`config.mk`:
```
export PLATFORM = sky130hd
export DESIGN_NAME = sfrc_ctrl
export DESIGN_NICKNAME = d
export VERILOG_FILES = /design/src/sfrc_pkg.sv /design/src/sfrc_ctrl.sv
export VERILOG_INCLUDE_DIRS = /design/src
export SDC_FILE = /design/constraint.sdc
export NUM_CORES = 1
export LEC_CHECK = 0
export BUFFER_PORTS_ARGS = -buffer_cell sky130_fd_sc_hd__buf_2
export CAP_MARGIN = 20
export CORE_UTILIZATION = 35
export CTS_CLUSTER_DIAMETER = 80
export CTS_CLUSTER_SIZE = 20
export DETAILED_ROUTE_END_ITERATION = 8
export GPL_TIMING_DRIVEN = 0
export SLEW_MARGIN = 15
export SYNTH_ARGS = -nofsm -noshare
export SYNTH_HDL_FRONTEND = slang
export SYNTH_SLANG_ARGS = --single-unit
export TNS_END_PERCENT = 20
```
`constraint.sdc`:
```
create_clock -name aclk -period 6.85 [get_ports aclk]
set_clock_uncertainty 0.15 [all_clocks]
set_input_delay 1.0275 -clock aclk [delete_from_list [all_inputs] [get_ports aclk]]
set_output_delay 1.0275 -clock aclk [all_outputs]
set_load 0.05 [all_outputs]
```
`src/sfrc_regs.svh`:
```
// Register offsets, fields, reset values and timing counts of the supply fault reaction block
`ifndef SFRC_REGS_SVH
`define SFRC_REGS_SVH
`define SFRC_CTRL_OFF 8'h00
`define SFRC_STAT_OFF 8'h04
`define SFRC_CTRL_RST 32'h0000_0000
`define SFRC_CTRL_MCU_EN 0
`define SFRC_CTRL_EXT_EN 1
`define SFRC_CTRL_SPREAD 2
`define SFRC_CTRL_PHASE 3
`define SFRC_CTRL_STBY 4
`define SFRC_CTRL_RESTART 5
`define SFRC_CTRL_TRIM_LSB 8
`define SFRC_ST_STG 0
`define SFRC_ST_OV 1
`define SFRC_ST_UV 2
`define SFRC_ST_OTW 3
`define SFRC_ST_OTF 4
`define SFRC_ST_EXT_OV 5
`define SFRC_ST_RANGE 8
`define SFRC_ST_STATE_LSB 12
`define SFRC_CLK_HZ 100000000
`define SFRC_HI_KHZ 2200
`define SFRC_LO_KHZ 400
`define SFRC_BOOST_KHZ 500
`define SFRC_HI_HALF ((`SFRC_CLK_HZ / 1000) / (2 * `SFRC_HI_KHZ))
`define SFRC_LO_HALF ((`SFRC_CLK_HZ / 1000) / (2 * `SFRC_LO_KHZ))
`define SFRC_BOOST_HALF ((`SFRC_CLK_HZ / 1000) / (2 * `SFRC_BOOST_KHZ))
`define SFRC_STG_US 200
`define SFRC_STG_CYC ((`SFRC_STG_US * (`SFRC_CLK_HZ / 1000000)))
`define SFRC_OT_OFF_MS 1000
`define SFRC_OT_OFF_CYC ((`SFRC_OT_OFF_MS * (`SFRC_CLK_HZ / 1000)))
`endif

```
`src/sfrc_pkg.sv`:
```
// Types shared by the supply fault reaction block
`default_nettype none
package sfrc_pkg;
   typedef enum logic [4:0] {
      SFRC_ST_INIT = 5'b00001,
      SFRC_ST_NORMAL = 5'b00010,
      SFRC_ST_SAFE = 5'b00100,
      SFRC_ST_STBY = 5'b01000,
      SFRC_ST_OTWAIT = 5'b10000
   } sfrc_state_e;
   typedef struct packed {
      logic ov;
      logic uv;
      logic ot_warn;
      logic ot_shut;
      logic ext_ov;
      logic pfm;
   } sfrc_mon_s;
endpackage : sfrc_pkg
`default_nettype wire

```
`src/sfrc_ctrl.sv`:
```
// Supply fault reaction, switching clock generation and register slave
//
// Design decisions made here: the register addresses and the AXI4-Lite register port.
`include "sfrc_regs.svh"
`default_nettype none
module sfrc_ctrl
   import sfrc_pkg::*;
#(
   parameter int unsigned OT_OFF_CYC = `SFRC_OT_OFF_CYC
) (
   input wire logic aclk,
   input wire logic aresetn,
   input wire logic clk_en,
   input wire logic freq_range_strap,
   input wire logic ext_reg_config_strap,
   input wire sfrc_mon_s mon_in,
   output logic buck_sw,
   output logic boost_sw,
   output logic sync_clock_out,
   output logic ext_reg_enable_out,
   output logic mcu_supply_regulator,
   output logic reset_out_n,
   output logic ot_warn_irq,
   input wire logic [7:0] s_axi_awaddr,
   input wire logic s_axi_awvalid,
   output logic s_axi_awready,
   input wire logic [31:0] s_axi_wdata,
   input wire logic [3:0] s_axi_wstrb,
   input wire logic s_axi_wvalid,
   output logic s_axi_wready,
   output logic [1:0] s_axi_bresp,
   output logic s_axi_bvalid,
   input wire logic s_axi_bready,
   input wire logic [7:0] s_axi_araddr,
   input wire logic s_axi_arvalid,
   output logic s_axi_arready,
   output logic [31:0] s_axi_rdata,
   output logic [1:0] s_axi_rresp,
   output logic s_axi_rvalid,
   input wire logic s_axi_rready
);
   localparam logic [7:0] HI_HALF = 8'(`SFRC_HI_HALF);
   localparam logic [7:0] LO_HALF = 8'(`SFRC_LO_HALF);
   localparam logic [7:0] BOOST_HALF = 8'(`SFRC_BOOST_HALF);
   localparam logic [15:0] STG_CYC = 16'(`SFRC_STG_CYC);

   ////////////////////////////////////////////////////////////////////////////
   // Pin synchronisers
   logic [1:0] fre_sync_q;
   logic [1:0] sec_sync_q;
   sfrc_mon_s mon_s1_q;
   sfrc_mon_s mon_q;
   logic [1:0] strap_settle_q;
   logic strap_hi_q;
   logic strap_sec_q;
   logic strap_done_q;

   always_ff @(posedge aclk) begin
      if (!aresetn) begin
         fre_sync_q <= 2'b00;
         sec_sync_q <= 2'b00;
         mon_s1_q <= '0;
         mon_q <= '0;
      end else if (clk_en) begin
         fre_sync_q <= {fre_sync_q[0], freq_range_strap};
         sec_sync_q <= {sec_sync_q[0], ext_reg_config_strap};
         mon_s1_q <= mon_in;
         mon_q <= mon_s1_q;
      end
   end

   // Sync chain needs two edges to fill before the straps can be trusted
   always_ff @(posedge aclk) begin
      if (!aresetn) begin
         strap_settle_q <= 2'b00;
      end else if (clk_en && !strap_settle_q[1]) begin
         strap_settle_q <= 2'(strap_settle_q + 2'b01);
      end
   end

   // Straps latched once after reset release; pins are high when open
   always_ff @(posedge aclk) begin
      if (!aresetn) begin
         strap_hi_q <= 1'b0;
         strap_sec_q <= 1'b0;
         strap_done_q <= 1'b0;
      end else if (clk_en && !strap_done_q && strap_settle_q[1]) begin
         strap_hi_q <= fre_sync_q[1];
         strap_sec_q <= sec_sync_q[1];
         strap_done_q <= 1'b1;
      end
   end

   ////////////////////////////////////////////////////////////////////////////
   // Registers
   logic [31:0] ctrl_q;
   logic [5:0] flags_q;
   sfrc_state_e state_q;
   sfrc_state_e state_d;

   wire logic [7:0] trim = ctrl_q[`SFRC_CTRL_TRIM_LSB +: 8];
   wire logic spread_en = ctrl_q[`SFRC_CTRL_SPREAD];
   wire logic sync_invert = ctrl_q[`SFRC_CTRL_PHASE];

   ////////////////////////////////////////////////////////////////////////////
   // Oscillator: free running, no external lock input exists
   logic [7:0] osc_cnt_q;
   logic buck_q;
   logic [7:0] boost_cnt_q;
   logic boost_q;
   logic [3:0] spread_q;

   // Trim is a signed offset on the half period; spread adds a slow ramp
   wire logic [7:0] base_half = strap_hi_q ? HI_HALF : LO_HALF;
   wire logic [7:0] trim_half = 8'(base_half + trim);
   wire logic [7:0] sprd_half = spread_en ? 8'(trim_half + {6'd0, spread_q[3:2]}) : trim_half;
   wire logic [7:0] half = (sprd_half < 8'h02) ? 8'h02 : sprd_half;
   wire logic osc_wrap = osc_cnt_q >= 8'(half - 8'h01);
   wire logic boost_wrap = boost_cnt_q >= 8'(BOOST_HALF - 8'h01);

   always_ff @(posedge aclk) begin
      if (!aresetn) begin
         osc_cnt_q <= 8'h00;
         buck_q <= 1'b0;
         spread_q <= 4'h0;
      end else if (clk_en) begin
         osc_cnt_q <= osc_wrap ? 8'h00 : 8'(osc_cnt_q + 8'h01);
         if (osc_wrap) begin
            buck_q <= ~buck_q;
            if (buck_q) begin
               spread_q <= 4'(spread_q + 4'h1);
            end
         end
      end
   end

   // Boost at its own rate; parked low in low range, where it would not be slower
   always_ff @(posedge aclk) begin
      if (!aresetn) begin
         boost_cnt_q <= 8'h00;
         boost_q <= 1'b0;
      end else if (clk_en) begin
         boost_cnt_q <= boost_wrap ? 8'h00 : 8'(boost_cnt_q + 8'h01);
         if (boost_wrap && !strap_hi_q) begin
            boost_q <= 1'b0;
         end else if (boost_wrap) begin
            boost_q <= ~boost_q;
         end
      end
   end

   // Sync takes the next buck level on the same edge as buck_sw
   wire logic buck_next = osc_wrap ? ~buck_q : buck_q;
   wire logic sync_allow = strap_sec_q && !mon_q.pfm;
   always_ff @(posedge aclk) begin
      if (!aresetn) begin
         sync_clock_out <= 1'b0;
      end else if (clk_en) begin
         sync_clock_out <= sync_allow ? (buck_next ^ sync_invert) : 1'b0;
      end
   end

   ////////////////////////////////////////////////////////////////////////////
   // Fault reaction state machine
   logic [15:0] stg_cnt_q;
   logic [31:0] ot_cnt_q;
   logic ot_wait_q;

   logic s_wr_ctrl;
   logic [31:0] s_wdata_q;
   // Counter rearms after expiry; the safe state keeps the outcome
   wire logic stg_expired = mon_q.uv && stg_cnt_q >= 16'(STG_CYC - 16'h0001);
   // Off time runs from the end of the shutdown input, so it only lengthens
   wire logic ot_done = ot_cnt_q >= 32'(OT_OFF_CYC - 1);
   // One-cycle strobe; the bit is never stored, so no later write replays it
   wire logic restart_req = s_wr_ctrl && s_wdata_q[`SFRC_CTRL_RESTART];

   always_comb begin
      state_d = state_q;
      case (state_q)
         SFRC_ST_INIT: begin
            if (mon_q.ot_shut || mon_q.ov || stg_expired) begin
               state_d = SFRC_ST_SAFE;
            end else if (ctrl_q[`SFRC_CTRL_STBY]) begin
               state_d = SFRC_ST_STBY;
            end else if (!mon_q.uv) begin
               state_d = SFRC_ST_NORMAL;
            end
         end
         SFRC_ST_NORMAL: begin
            if (mon_q.ot_shut || mon_q.ov) begin
               state_d = SFRC_ST_SAFE;
            end else if (mon_q.uv) begin
               state_d = SFRC_ST_INIT;
            end else if (ctrl_q[`SFRC_CTRL_STBY]) begin
               state_d = SFRC_ST_STBY;
            end
         end
         SFRC_ST_STBY: begin
            if (!ctrl_q[`SFRC_CTRL_STBY]) begin
               state_d = SFRC_ST_INIT;
            end
         end
         SFRC_ST_SAFE: begin
            if (restart_req) begin
               state_d = ot_wait_q ? SFRC_ST_OTWAIT : SFRC_ST_INIT;
            end
         end
         SFRC_ST_OTWAIT: begin
            if (ot_done) begin
               state_d = SFRC_ST_INIT;
            end
         end
         default: state_d = SFRC_ST_SAFE;
      endcase
   end

   always_ff @(posedge aclk) begin
      if (!aresetn) begin
         state_q <= SFRC_ST_INIT;
         stg_cnt_q <= 16'h0000;
         ot_cnt_q <= 32'h0000_0000;
         ot_wait_q <= 1'b0;
      end else if (clk_en) begin
         state_q <= state_d;
         stg_cnt_q <= mon_q.uv && !stg_expired ? 16'(stg_cnt_q + 16'h0001) : 16'h0000;
         if (mon_q.ot_shut) begin
            ot_wait_q <= 1'b1;
            ot_cnt_q <= 32'h0000_0000;
         end else if (ot_wait_q && !ot_done) begin
            ot_cnt_q <= ot_cnt_q + 32'h0000_0001;
         end else if (ot_done && state_q == SFRC_ST_OTWAIT) begin
            ot_wait_q <= 1'b0;
         end
      end
   end

   ////////////////////////////////////////////////////////////////////////////
   // Outputs
   // Regulator and reset outputs follow the next state so a reaction lands one edge sooner
   wire logic run_ok = state_d == SFRC_ST_NORMAL || state_d == SFRC_ST_INIT;
   wire logic mcu_on = run_ok && ctrl_q[`SFRC_CTRL_MCU_EN];
   // External regulator stays off until software clears its overvoltage flag
   wire logic ext_ov_hold = flags_q[`SFRC_ST_EXT_OV] || mon_q.ext_ov;
   wire logic ext_on = run_ok && ctrl_q[`SFRC_CTRL_EXT_EN] && !ext_ov_hold;

   always_ff @(posedge aclk) begin
      if (!aresetn) begin
         mcu_supply_regulator <= 1'b0;
         ext_reg_enable_out <= 1'b0;
         reset_out_n <= 1'b0;
         ot_warn_irq <= 1'b0;
         buck_sw <= 1'b0;
         boost_sw <= 1'b0;
      end else if (clk_en) begin
         mcu_supply_regulator <= mcu_on;
         ext_reg_enable_out <= ext_on;
         reset_out_n <= state_d == SFRC_ST_NORMAL;
         ot_warn_irq <= mon_q.ot_warn;
         buck_sw <= buck_next;
         boost_sw <= boost_q;
      end
   end

   ////////////////////////////////////////////////////////////////////////////
   // Status flags: sticky, write one to clear, a new event wins
   wire logic [5:0] flag_set = {mon_q.ext_ov, mon_q.ot_shut, mon_q.ot_warn,
                                mon_q.uv, mon_q.ov, stg_expired};
   logic s_wr_stat;
   logic [5:0] flag_clr;
   assign flag_clr = s_wr_stat ? s_wdata_q[5:0] : 6'h00;

   always_ff @(posedge aclk) begin
      if (!aresetn) begin
         flags_q <= 6'h00;
      end else if (clk_en) begin
         flags_q <= (flags_q & ~flag_clr) | flag_set;
      end
   end

   ////////////////////////////////////////////////////////////////////////////
   // AXI4-Lite slave
   logic aw_q;
   logic w_q;
   logic [7:0] awaddr_q;
   logic [3:0] wstrb_q;

   wire logic wr_go = aw_q && w_q && !s_axi_bvalid;
   wire logic wr_hit = awaddr_q == `SFRC_CTRL_OFF || awaddr_q == `SFRC_STAT_OFF;
   assign s_wr_ctrl = wr_go && awaddr_q == `SFRC_CTRL_OFF;
   assign s_wr_stat = wr_go && awaddr_q == `SFRC_STAT_OFF && wstrb_q[0];
   wire logic [31:0] strb_mask = {{8{wstrb_q[3]}}, {8{wstrb_q[2]}},
                                  {8{wstrb_q[1]}}, {8{wstrb_q[0]}}};
   wire logic [31:0] stat_word = {15'h0000, state_q, 3'h0, strap_hi_q, 2'h0, flags_q};
   // Reads decode the aligned word, as writes do
   wire logic [7:0] araddr_w = {s_axi_araddr[7:2], 2'b00};
   wire logic rd_ctrl = araddr_w == `SFRC_CTRL_OFF;
   wire logic rd_stat = araddr_w == `SFRC_STAT_OFF;
   wire logic [31:0] rd_word = rd_ctrl ? ctrl_q : (rd_stat ? stat_word : 32'h0000_0000);

   // Readies drop with clk_en so no beat is lost while state is frozen
   assign s_axi_awready = !aw_q && clk_en;
   assign s_axi_wready = !w_q && clk_en;
   assign s_axi_arready = !s_axi_rvalid && clk_en;

   always_ff @(posedge aclk) begin
      if (!aresetn) begin
         aw_q <= 1'b0;
         w_q <= 1'b0;
         awaddr_q <= 8'h00;
         wstrb_q <= 4'h0;
         s_wdata_q <= 32'h0000_0000;
         ctrl_q <= `SFRC_CTRL_RST;
         s_axi_bvalid <= 1'b0;
         s_axi_bresp <= 2'b00;
         s_axi_rvalid <= 1'b0;
         s_axi_rresp <= 2'b00;
         s_axi_rdata <= 32'h0000_0000;
      end else if (clk_en) begin
         if (s_axi_awvalid && s_axi_awready) begin
            aw_q <= 1'b1;
            awaddr_q <= {s_axi_awaddr[7:2], 2'b00};
         end
         if (s_axi_wvalid && s_axi_wready) begin
            w_q <= 1'b1;
            s_wdata_q <= s_axi_wdata;
            wstrb_q <= s_axi_wstrb;
         end
         if (s_wr_ctrl) begin
            ctrl_q <= ((ctrl_q & ~strb_mask) | (s_wdata_q & strb_mask)) &
                      ~(32'h0000_0001 << `SFRC_CTRL_RESTART);
         end
         if (wr_go) begin
            aw_q <= 1'b0;
            w_q <= 1'b0;
            s_axi_bvalid <= 1'b1;
            s_axi_bresp <= wr_hit ? 2'b00 : 2'b10;
         end else if (s_axi_bready) begin
            s_axi_bvalid <= 1'b0;
         end
         if (s_axi_arvalid && s_axi_arready) begin
            s_axi_rvalid <= 1'b1;
            s_axi_rdata <= rd_word;
            s_axi_rresp <= (rd_ctrl || rd_stat) ? 2'b00 : 2'b10;
         end else if (s_axi_rready) begin
            s_axi_rvalid <= 1'b0;
         end
      end
   end
endmodule : sfrc_ctrl
`default_nettype wire

```
==> reports/summary.txt, run 1 <==
Startpoint Class: flip-flop
Initial core utilization: 0.356
Root buffer cell: clkbuf_16
Cells after Synth: 1155
Net Sw Power: 0.000582 W
Pint: 0.00177 W
Worst slew pin tran: 0.905 ns
EDFF count, synth: 0
Peak VDD IR: 0.114 mV
Leading area contributor after synthesis: dfxtp_1
Row count: 60
Setup bufs post-CTS: 0
Post-route ant nets: 0
Largest net degree at the start of global routing: 21
Synth Warn #: 0
Final WL: 25300 um
Status: finished, final reports clean
Async SR Flop Fraction: 0
Register area share after synthesis: 0.459
Grt ovf: 0
Synth cell types: 65
Reg power frac: 0.562
# nets final: 1372
Sw Share: 0.247
Iter 0 DRT Violations: 425
Worst setup EP type: flip-flop
Power Total: 0.00236 W
Period utilization: 0.853
Most instantiated cells after synthesis: 220 x dfxtp_1, 199 x nand2_1, 130 x nor2_1, 122 x a21oi_1, 78 x nand3_1
Inserted Clock Buffers: 15
Core Region: 0.0270 mm2
Buffers added on ports: 108
First-pass GRT wire length: 40800 um
Slew margin rel.: 0.392
Syn avg cell area: 8.31 um2
Routed length per instance: 15.6 um
Min Tclk post-route: 5.84 ns
Area of the mapped netlist: 0.00960 mm2
Area share of the largest cell type after synthesis: 0.459
Layout cells sized above 1: 0.121
Total track usage: 0.181
Crit-path max FO: 10
WP data required: 7.03 ns
Vias: 8307
Post-DP HPWL: 19000 um
Worst-path clk slew: 0.08 ns
H-tree depth: 1
Die area: 0.0281 mm2
CTS tree: yes
Maxcap violations: 0
Setup TNS: 0 ns
Clock power share: 0.364
Lkg Pwr: 4.16 nW
Fmax: 171 MHz
First-pass DRT Iterations: 5
GP Congestion: 0.886
Chip height: 168 um
Top_reg_cell synth: dfxtp_1
FF+latch count, synth: 220
Final setup viols: 0
Critical path class: reg -> reg
Resized cells post-CTS: 0
Vias in the first global route: 7661
Final Hold Fails: 0
Drt drc: 0
Slew Limit Fails: 0
Fillcell total: 2763
Power Dens Cells: 214 mW/mm2
Worst-Skew Late Latency: 0.48 ns
RSZ-0062 raised after global routing: no
CTS Hold Bufs: 0
Clk buf depth: 3
Hold Crit Class: reg -> reg
Combinational share of power: 0.074
Die W: 168 um
Initial antenna violation count: 1
Num ports: 116
Most frequent cell after synthesis: dfxtp_1
Synth top area cells: dfxtp_1 46%, nand2_1 7.8%, a21oi_1 6.4%
Drt via density: 5.11
Data arrival, critical path: 6.02 ns
Clock sinks: 220
P&R area growth vs syn: 14.5%
[final cells by class]
| cell class | count | area [um2] | area share |
|---|---|---|---|
| antenna | 1 | 2.50 | 0.000228 |
| buffer | 64 | 267 | 0.0242 |
| clock buffer | 17 | 393 | 0.0357 |
| clock inverter | 3 | 22.5 | 0.00205 |
| inverter | 15 | 56.3 | 0.00512 |
| multi-input combinational | 857 | 4880 | 0.444 |
| sequential | 220 | 4400 | 0.401 |
| tap | 341 | 427 | 0.0388 |
| timing repair buffer | 108 | 541 | 0.0492 |
[critical path, cell delays in order, from the launching register on]
cell      delay, ns
dfxtp_1        0.43
inv_1          0.18
ha_1           0.27
fa_1           0.53
inv_1          0.07
fa_1           0.38
nor2b_1        0.18
nand3_1        0.13
xor2_1         0.30
nand4_1        0.16
or4_1          0.58
and2_1         0.19
ha_1           0.29
ha_1           0.28
a21o_1         0.11
a21o_1         0.11
a21oi_1        0.07
o21a_1         0.18
clkbuf_1       0.19
o31ai_1        0.81
nor2_1         0.11
[power by group through the flow]
stage	sequential (W)	combinational, W	clock [W]
2_1_floorplan	0.00135	0.000108	0
3_3_place_gp	0.00135	0.000173	0
3_5_place_dp	0.00135	0.000175	0
4_1_cts	0.00132	0.000175	0.000882
5_1_grt	0.00133	0.000195	0.000926
6_report	0.00132	0.000175	0.000858
[placed cells by master (no fill, tap or decap), drive strengths merged, types with 3 or more instances in the layout]
master | synthesis | final
dfxtp | 220 | 220
nand2 | 199 | 199
nor2 | 130 | 130
a21oi | 122 | 122
buf | 6 | 114
nand3 | 78 | 78
clkbuf | 58 | 75
xnor2 | 32 | 32
mux2i | 31 | 31
o21ai | 28 | 28
xor2 | 25 | 25
nor3 | 21 | 21
ha | 21 | 21
nand4 | 19 | 19
inv | 14 | 15
and3 | 14 | 14
a22oi | 14 | 14
nor4 | 12 | 12
mux2 | 10 | 10
a31oi | 8 | 8
or4 | 8 | 8
or3 | 7 | 7
or2 | 7 | 7
and2 | 6 | 6
o211ai | 5 | 5
nand2b | 5 | 5
nand3b | 5 | 5
nor2b | 4 | 4
o31ai | 4 | 4
and3b | 3 | 3
o21a | 3 | 3
a221oi | 3 | 3
a41o | 3 | 3
clkinv | 1 | 3
[path summary, 6_finish.rpt]
check | from | endpoint | slack, ns | cells past startpoint
hold reg to reg | s_axi_rdata[9] | s_axi_rdata[9] | 0.30 | 2
hold / removal | s_axi_rdata[9] | s_axi_rdata[9] | 0.30 | 2
setup reg to reg | strap_hi_q | osc_cnt_q[3] | 1.01 | 20
setup / recovery | strap_hi_q | osc_cnt_q[3] | 1.01 | 20
[cells by family (layout without fill, tap and decap cells)]
| group | Yosys count | in the layout | share of synthesized area |
|---|---|---|---|
| XOR/XNOR | 57 | 57 | 0.0520 |
| AO/OA/AOI/OAI | 211 | 211 | 0.131 |
| other | 1 | 3 | 0.000391 |
| multiplexers | 41 | 41 | 0.0440 |
| flip-flops | 220 | 220 | 0.459 |
| adder cells (fa/ha/maj) | 23 | 23 | 0.0315 |
| AND/OR/NAND/NOR | 523 | 523 | 0.248 |
| buffers and inverters | 79 | 207 | 0.0336 |
[routing by layer]
metal,routed length [um],GRT usage,vias to the layer above,share of wire
li1,-,-,4249,-
met1,12500,0.260,3825,0.50
met2,11000,0.279,193,0.43
met3,1150,0.0234,40,0.046
met4,675,0.0554,0,0.027
met5,0,0,-,0
[metrics by stage]
step | utilization | hold WS [ns] | instance area, um2 | instances | setup WS, ns
floorplan | - | 0.278 | 9610 | 1156 | 1.72
global placement | 0.392 | 0.289 | 10600 | 1605 | 1.01
detailed placement | 0.392 | 0.292 | 10600 | 1605 | 0.957
CTS | 0.408 | 0.303 | 11000 | 1625 | 0.953
global route | 0.408 | 0.320 | 11000 | 1625 | 0.411
finish | 0.408 | 0.304 | 11000 | 1626 | 1.01
Power figures use the tool's default switching activity.
==> run 2: changes to the inputs <==
Settings changed: CELL_PAD_IN_SITES_DETAIL_PLACEMENT set to 2, CELL_PAD_IN_SITES_GLOBAL_PLACEMENT set to 2, PLACE_DENSITY_LB_ADDON set to 0.1, SETUP_SLACK_MARGIN set to 0.02.
==> run 2 against run 1 <==
Against the previous run: setup slack got worse by 0.28 ns; clock power up 13%; combinational power up 3%; critical path depth rose by 1; sequential power hardly changed; fmax decreased by 4.6%; sequential share of layout area decreased by 0.28 points; critical endpoint is now osc_cnt_q[7]; largest cell class unchanged.
==> reports/summary.txt, run 2 (same netlist as run 1, synthesis figures left out) <==
Setup bufs post-CTS: 0 (unchanged)
Initial antenna violation count: 0 (-1)
Pint: 0.00183 W (+3.3%)
RSZ-0062 raised after global routing: no
Worst-path clk slew: 0.08 ns (about the same)
Initial core utilization: 0.356 (unchanged)
Root buffer cell: clkbuf_16
# nets final: 1373 (+0.073%)
Slew margin rel.: 0.409 (+0.0170)
Commonest non-fill, non-tap cell in the layout: dfxtp_1
Startpoint Class: flip-flop
Crit-path max FO: 10 (unchanged)
Largest net degree at the start of global routing: 21 (unchanged)
Fin util: 0.411 (+0.00283)
Routed length per instance: 18.9 um (+21%)
GP Congestion: 0.809 (-8.7%)
Post-DP HPWL: 23300 um (+23%)
Worst setup EP type: flip-flop
P&R area growth vs syn: 15.3%
CTS Hold Bufs: 0 (unchanged)
Clock power share: 0.391 (+0.027)
Most frequent cells in the layout: 220 x dfxtp_1, 199 x nand2_1, 130 x nor2_1, 122 x a21oi_1, 108 x buf_2
Setup TNS: 0 ns (unchanged)
CP Cell Sequence: inv_1 -> ha_1 -> fa_1 -> inv_1 -> fa_1 -> nor2b_1 -> nand3_1 -> xor2_1 -> nand4_1 -> or4_1 -> and2_1 -> ha_1 -> nand3_1 -> nor3b_1 -> xnor2_1 -> ha_1 -> a2111oi_0 -> o21a_1 -> clkbuf_1 -> o31ai_1 -> nor2_1
WP data required: 7.13 ns (+0.10 ns)
Crit path largest cell delay: 0.58 ns (-0.23 ns)
Drt drc: 0 (unchanged)
Clock sinks: 220 (unchanged)
Row count: 60 (unchanged)
Final setup viols: 0 (unchanged)
Num ports: 116 (unchanged)
Data arrival, critical path: 6.41 ns (+0.39 ns)
Hold Crit Class: reg -> reg
Combinational share of power: 0.073 (about the same)
First-pass DRT Iterations: 6 (+1)
Worst slew pin tran: 0.880 ns (-0.0250 ns)
Power Dens Cells: 223 mW/mm2 (+4.2%)
Total track usage: 0.224 (+0.0431)
Top delay family on crit path: adder cells
Die area: 0.0281 mm2 (unchanged)
Crit-path slowest cell: or4_1
N_diodes: 0 (-1)
Status: finished, final reports clean
First-pass GRT wire length: 49900 um (+22%)
Critical path class: reg -> reg
Peak VDD IR: 0.145 mV (+27%)
Min Tclk post-route: 6.13 ns (+0.283 ns)
Die W: 168 um (unchanged)
Inserted Clock Buffers: 16 (+1)
Post-route ant nets: 0 (unchanged)
Layout cells sized above 1: 0.124 (+0.00341)
Final Hold Fails: 0 (unchanged)
Lkg Pwr: 4.20 nW (+0.99%)
Worst-Skew Late Latency: 0.51 ns (+0.03 ns)
Buffers added on ports: 108 (unchanged)
Sw Share: 0.258 (+0.0112)
H-tree depth: 1 (unchanged)
Iter 0 DRT Violations: 349 (-18%)
Period utilization: 0.895 (+0.0414)
Fmax: 163 MHz (-4.6%)
Grt ovf: 0 (unchanged)
Placed inst area: 0.0106 mm2 (unchanged)
Resized cells post-CTS: 0 (unchanged)
Clk buf depth: 3 (unchanged)
Drt via density: 5.28 (+3.3%)
Core Region: 0.0270 mm2 (unchanged)
Final WL: 30800 um (+22%)
Min Hold Slack: 0.307 ns (+0.00345 ns)
Most frequent CP cell: ha_1
CTS tree: yes
Maxcap violations: 0 (unchanged)
Chip height: 168 um (unchanged)
Design Area, Final: 0.0111 mm2 (+0.70%)
Buf/Inv on CP: 3 (unchanged)
Slew Limit Fails: 0 (unchanged)
Vias in the first global route: 9204 (+20%)
Vias: 8606 (+3.6%)
Reg power frac: 0.536 (-0.026)
Net Sw Power: 0.000639 W (+9.7%)
run 2: worst register-to-register path, stage by stage, from the launching register on:
cell	delay [ns]
dfxtp_1	0.53
inv_1	0.25
ha_1	0.30
fa_1	0.54
inv_1	0.07
fa_1	0.39
nor2b_1	0.19
nand3_1	0.14
xor2_1	0.34
nand4_1	0.16
or4_1	0.58
and2_1	0.19
ha_1	0.22
nand3_1	0.13
nor3b_1	0.08
xnor2_1	0.15
ha_1	0.20
a2111oi_0	0.44
o21a_1	0.20
clkbuf_1	0.34
o31ai_1	0.28
nor2_1	0.18
run 2: power groups by stage:
stage | sequential, W | clock, W | combinational (W)
2_1_floorplan | 0.00135 | 0 | 0.000108
3_3_place_gp | 0.00135 | 0 | 0.000179
3_5_place_dp | 0.00136 | 0 | 0.000183
4_1_cts | 0.00133 | 0.00100 | 0.000184
5_1_grt | 0.00133 | 0.00104 | 0.000200
6_report | 0.00133 | 0.000967 | 0.000180
run 2: layout make-up:
type / count / area [um2]
multi-input combinational: 857 / 4880
clock buffer: 19 / 443
fill: 3132 / 15900
clock inverter: 6 / 51.3
timing repair buffer: 108 / 541
inverter: 15 / 56.3
sequential: 220 / 4400
tap: 341 / 427
buffer: 64 / 267
run 2: path summary, 6_finish.rpt:
kind,from,to,slack (ns),depth (start not counted)
worst max-delay path,strap_hi_q,osc_cnt_q[7],0.72,21
worst min-delay path,s_axi_rdata[29],s_axi_rdata[29],0.31,2
worst max register to register,strap_hi_q,osc_cnt_q[7],0.72,21
worst min register to register,s_axi_rdata[29],s_axi_rdata[29],0.31,2
run 2: per-stage QoR:
stage,worst slack (ns),std cells,total power [W]
after CTS,0.626,1630,0.00251
after global routing,0.144,1630,0.00257
after global placement,0.798,1605,0.00153
after detailed placement,0.630,1605,0.00154
after floorplan,1.72,1156,0.00146
final,0.722,1630,0.00247
run 2: per-layer routing:
layer | global-route usage | wire (um)
met1 | 0.277 | 13800
met2 | 0.400 | 15000
met3 | 0.0392 | 1380
met4 | 0.0546 | 668
met5 | 0 | 0
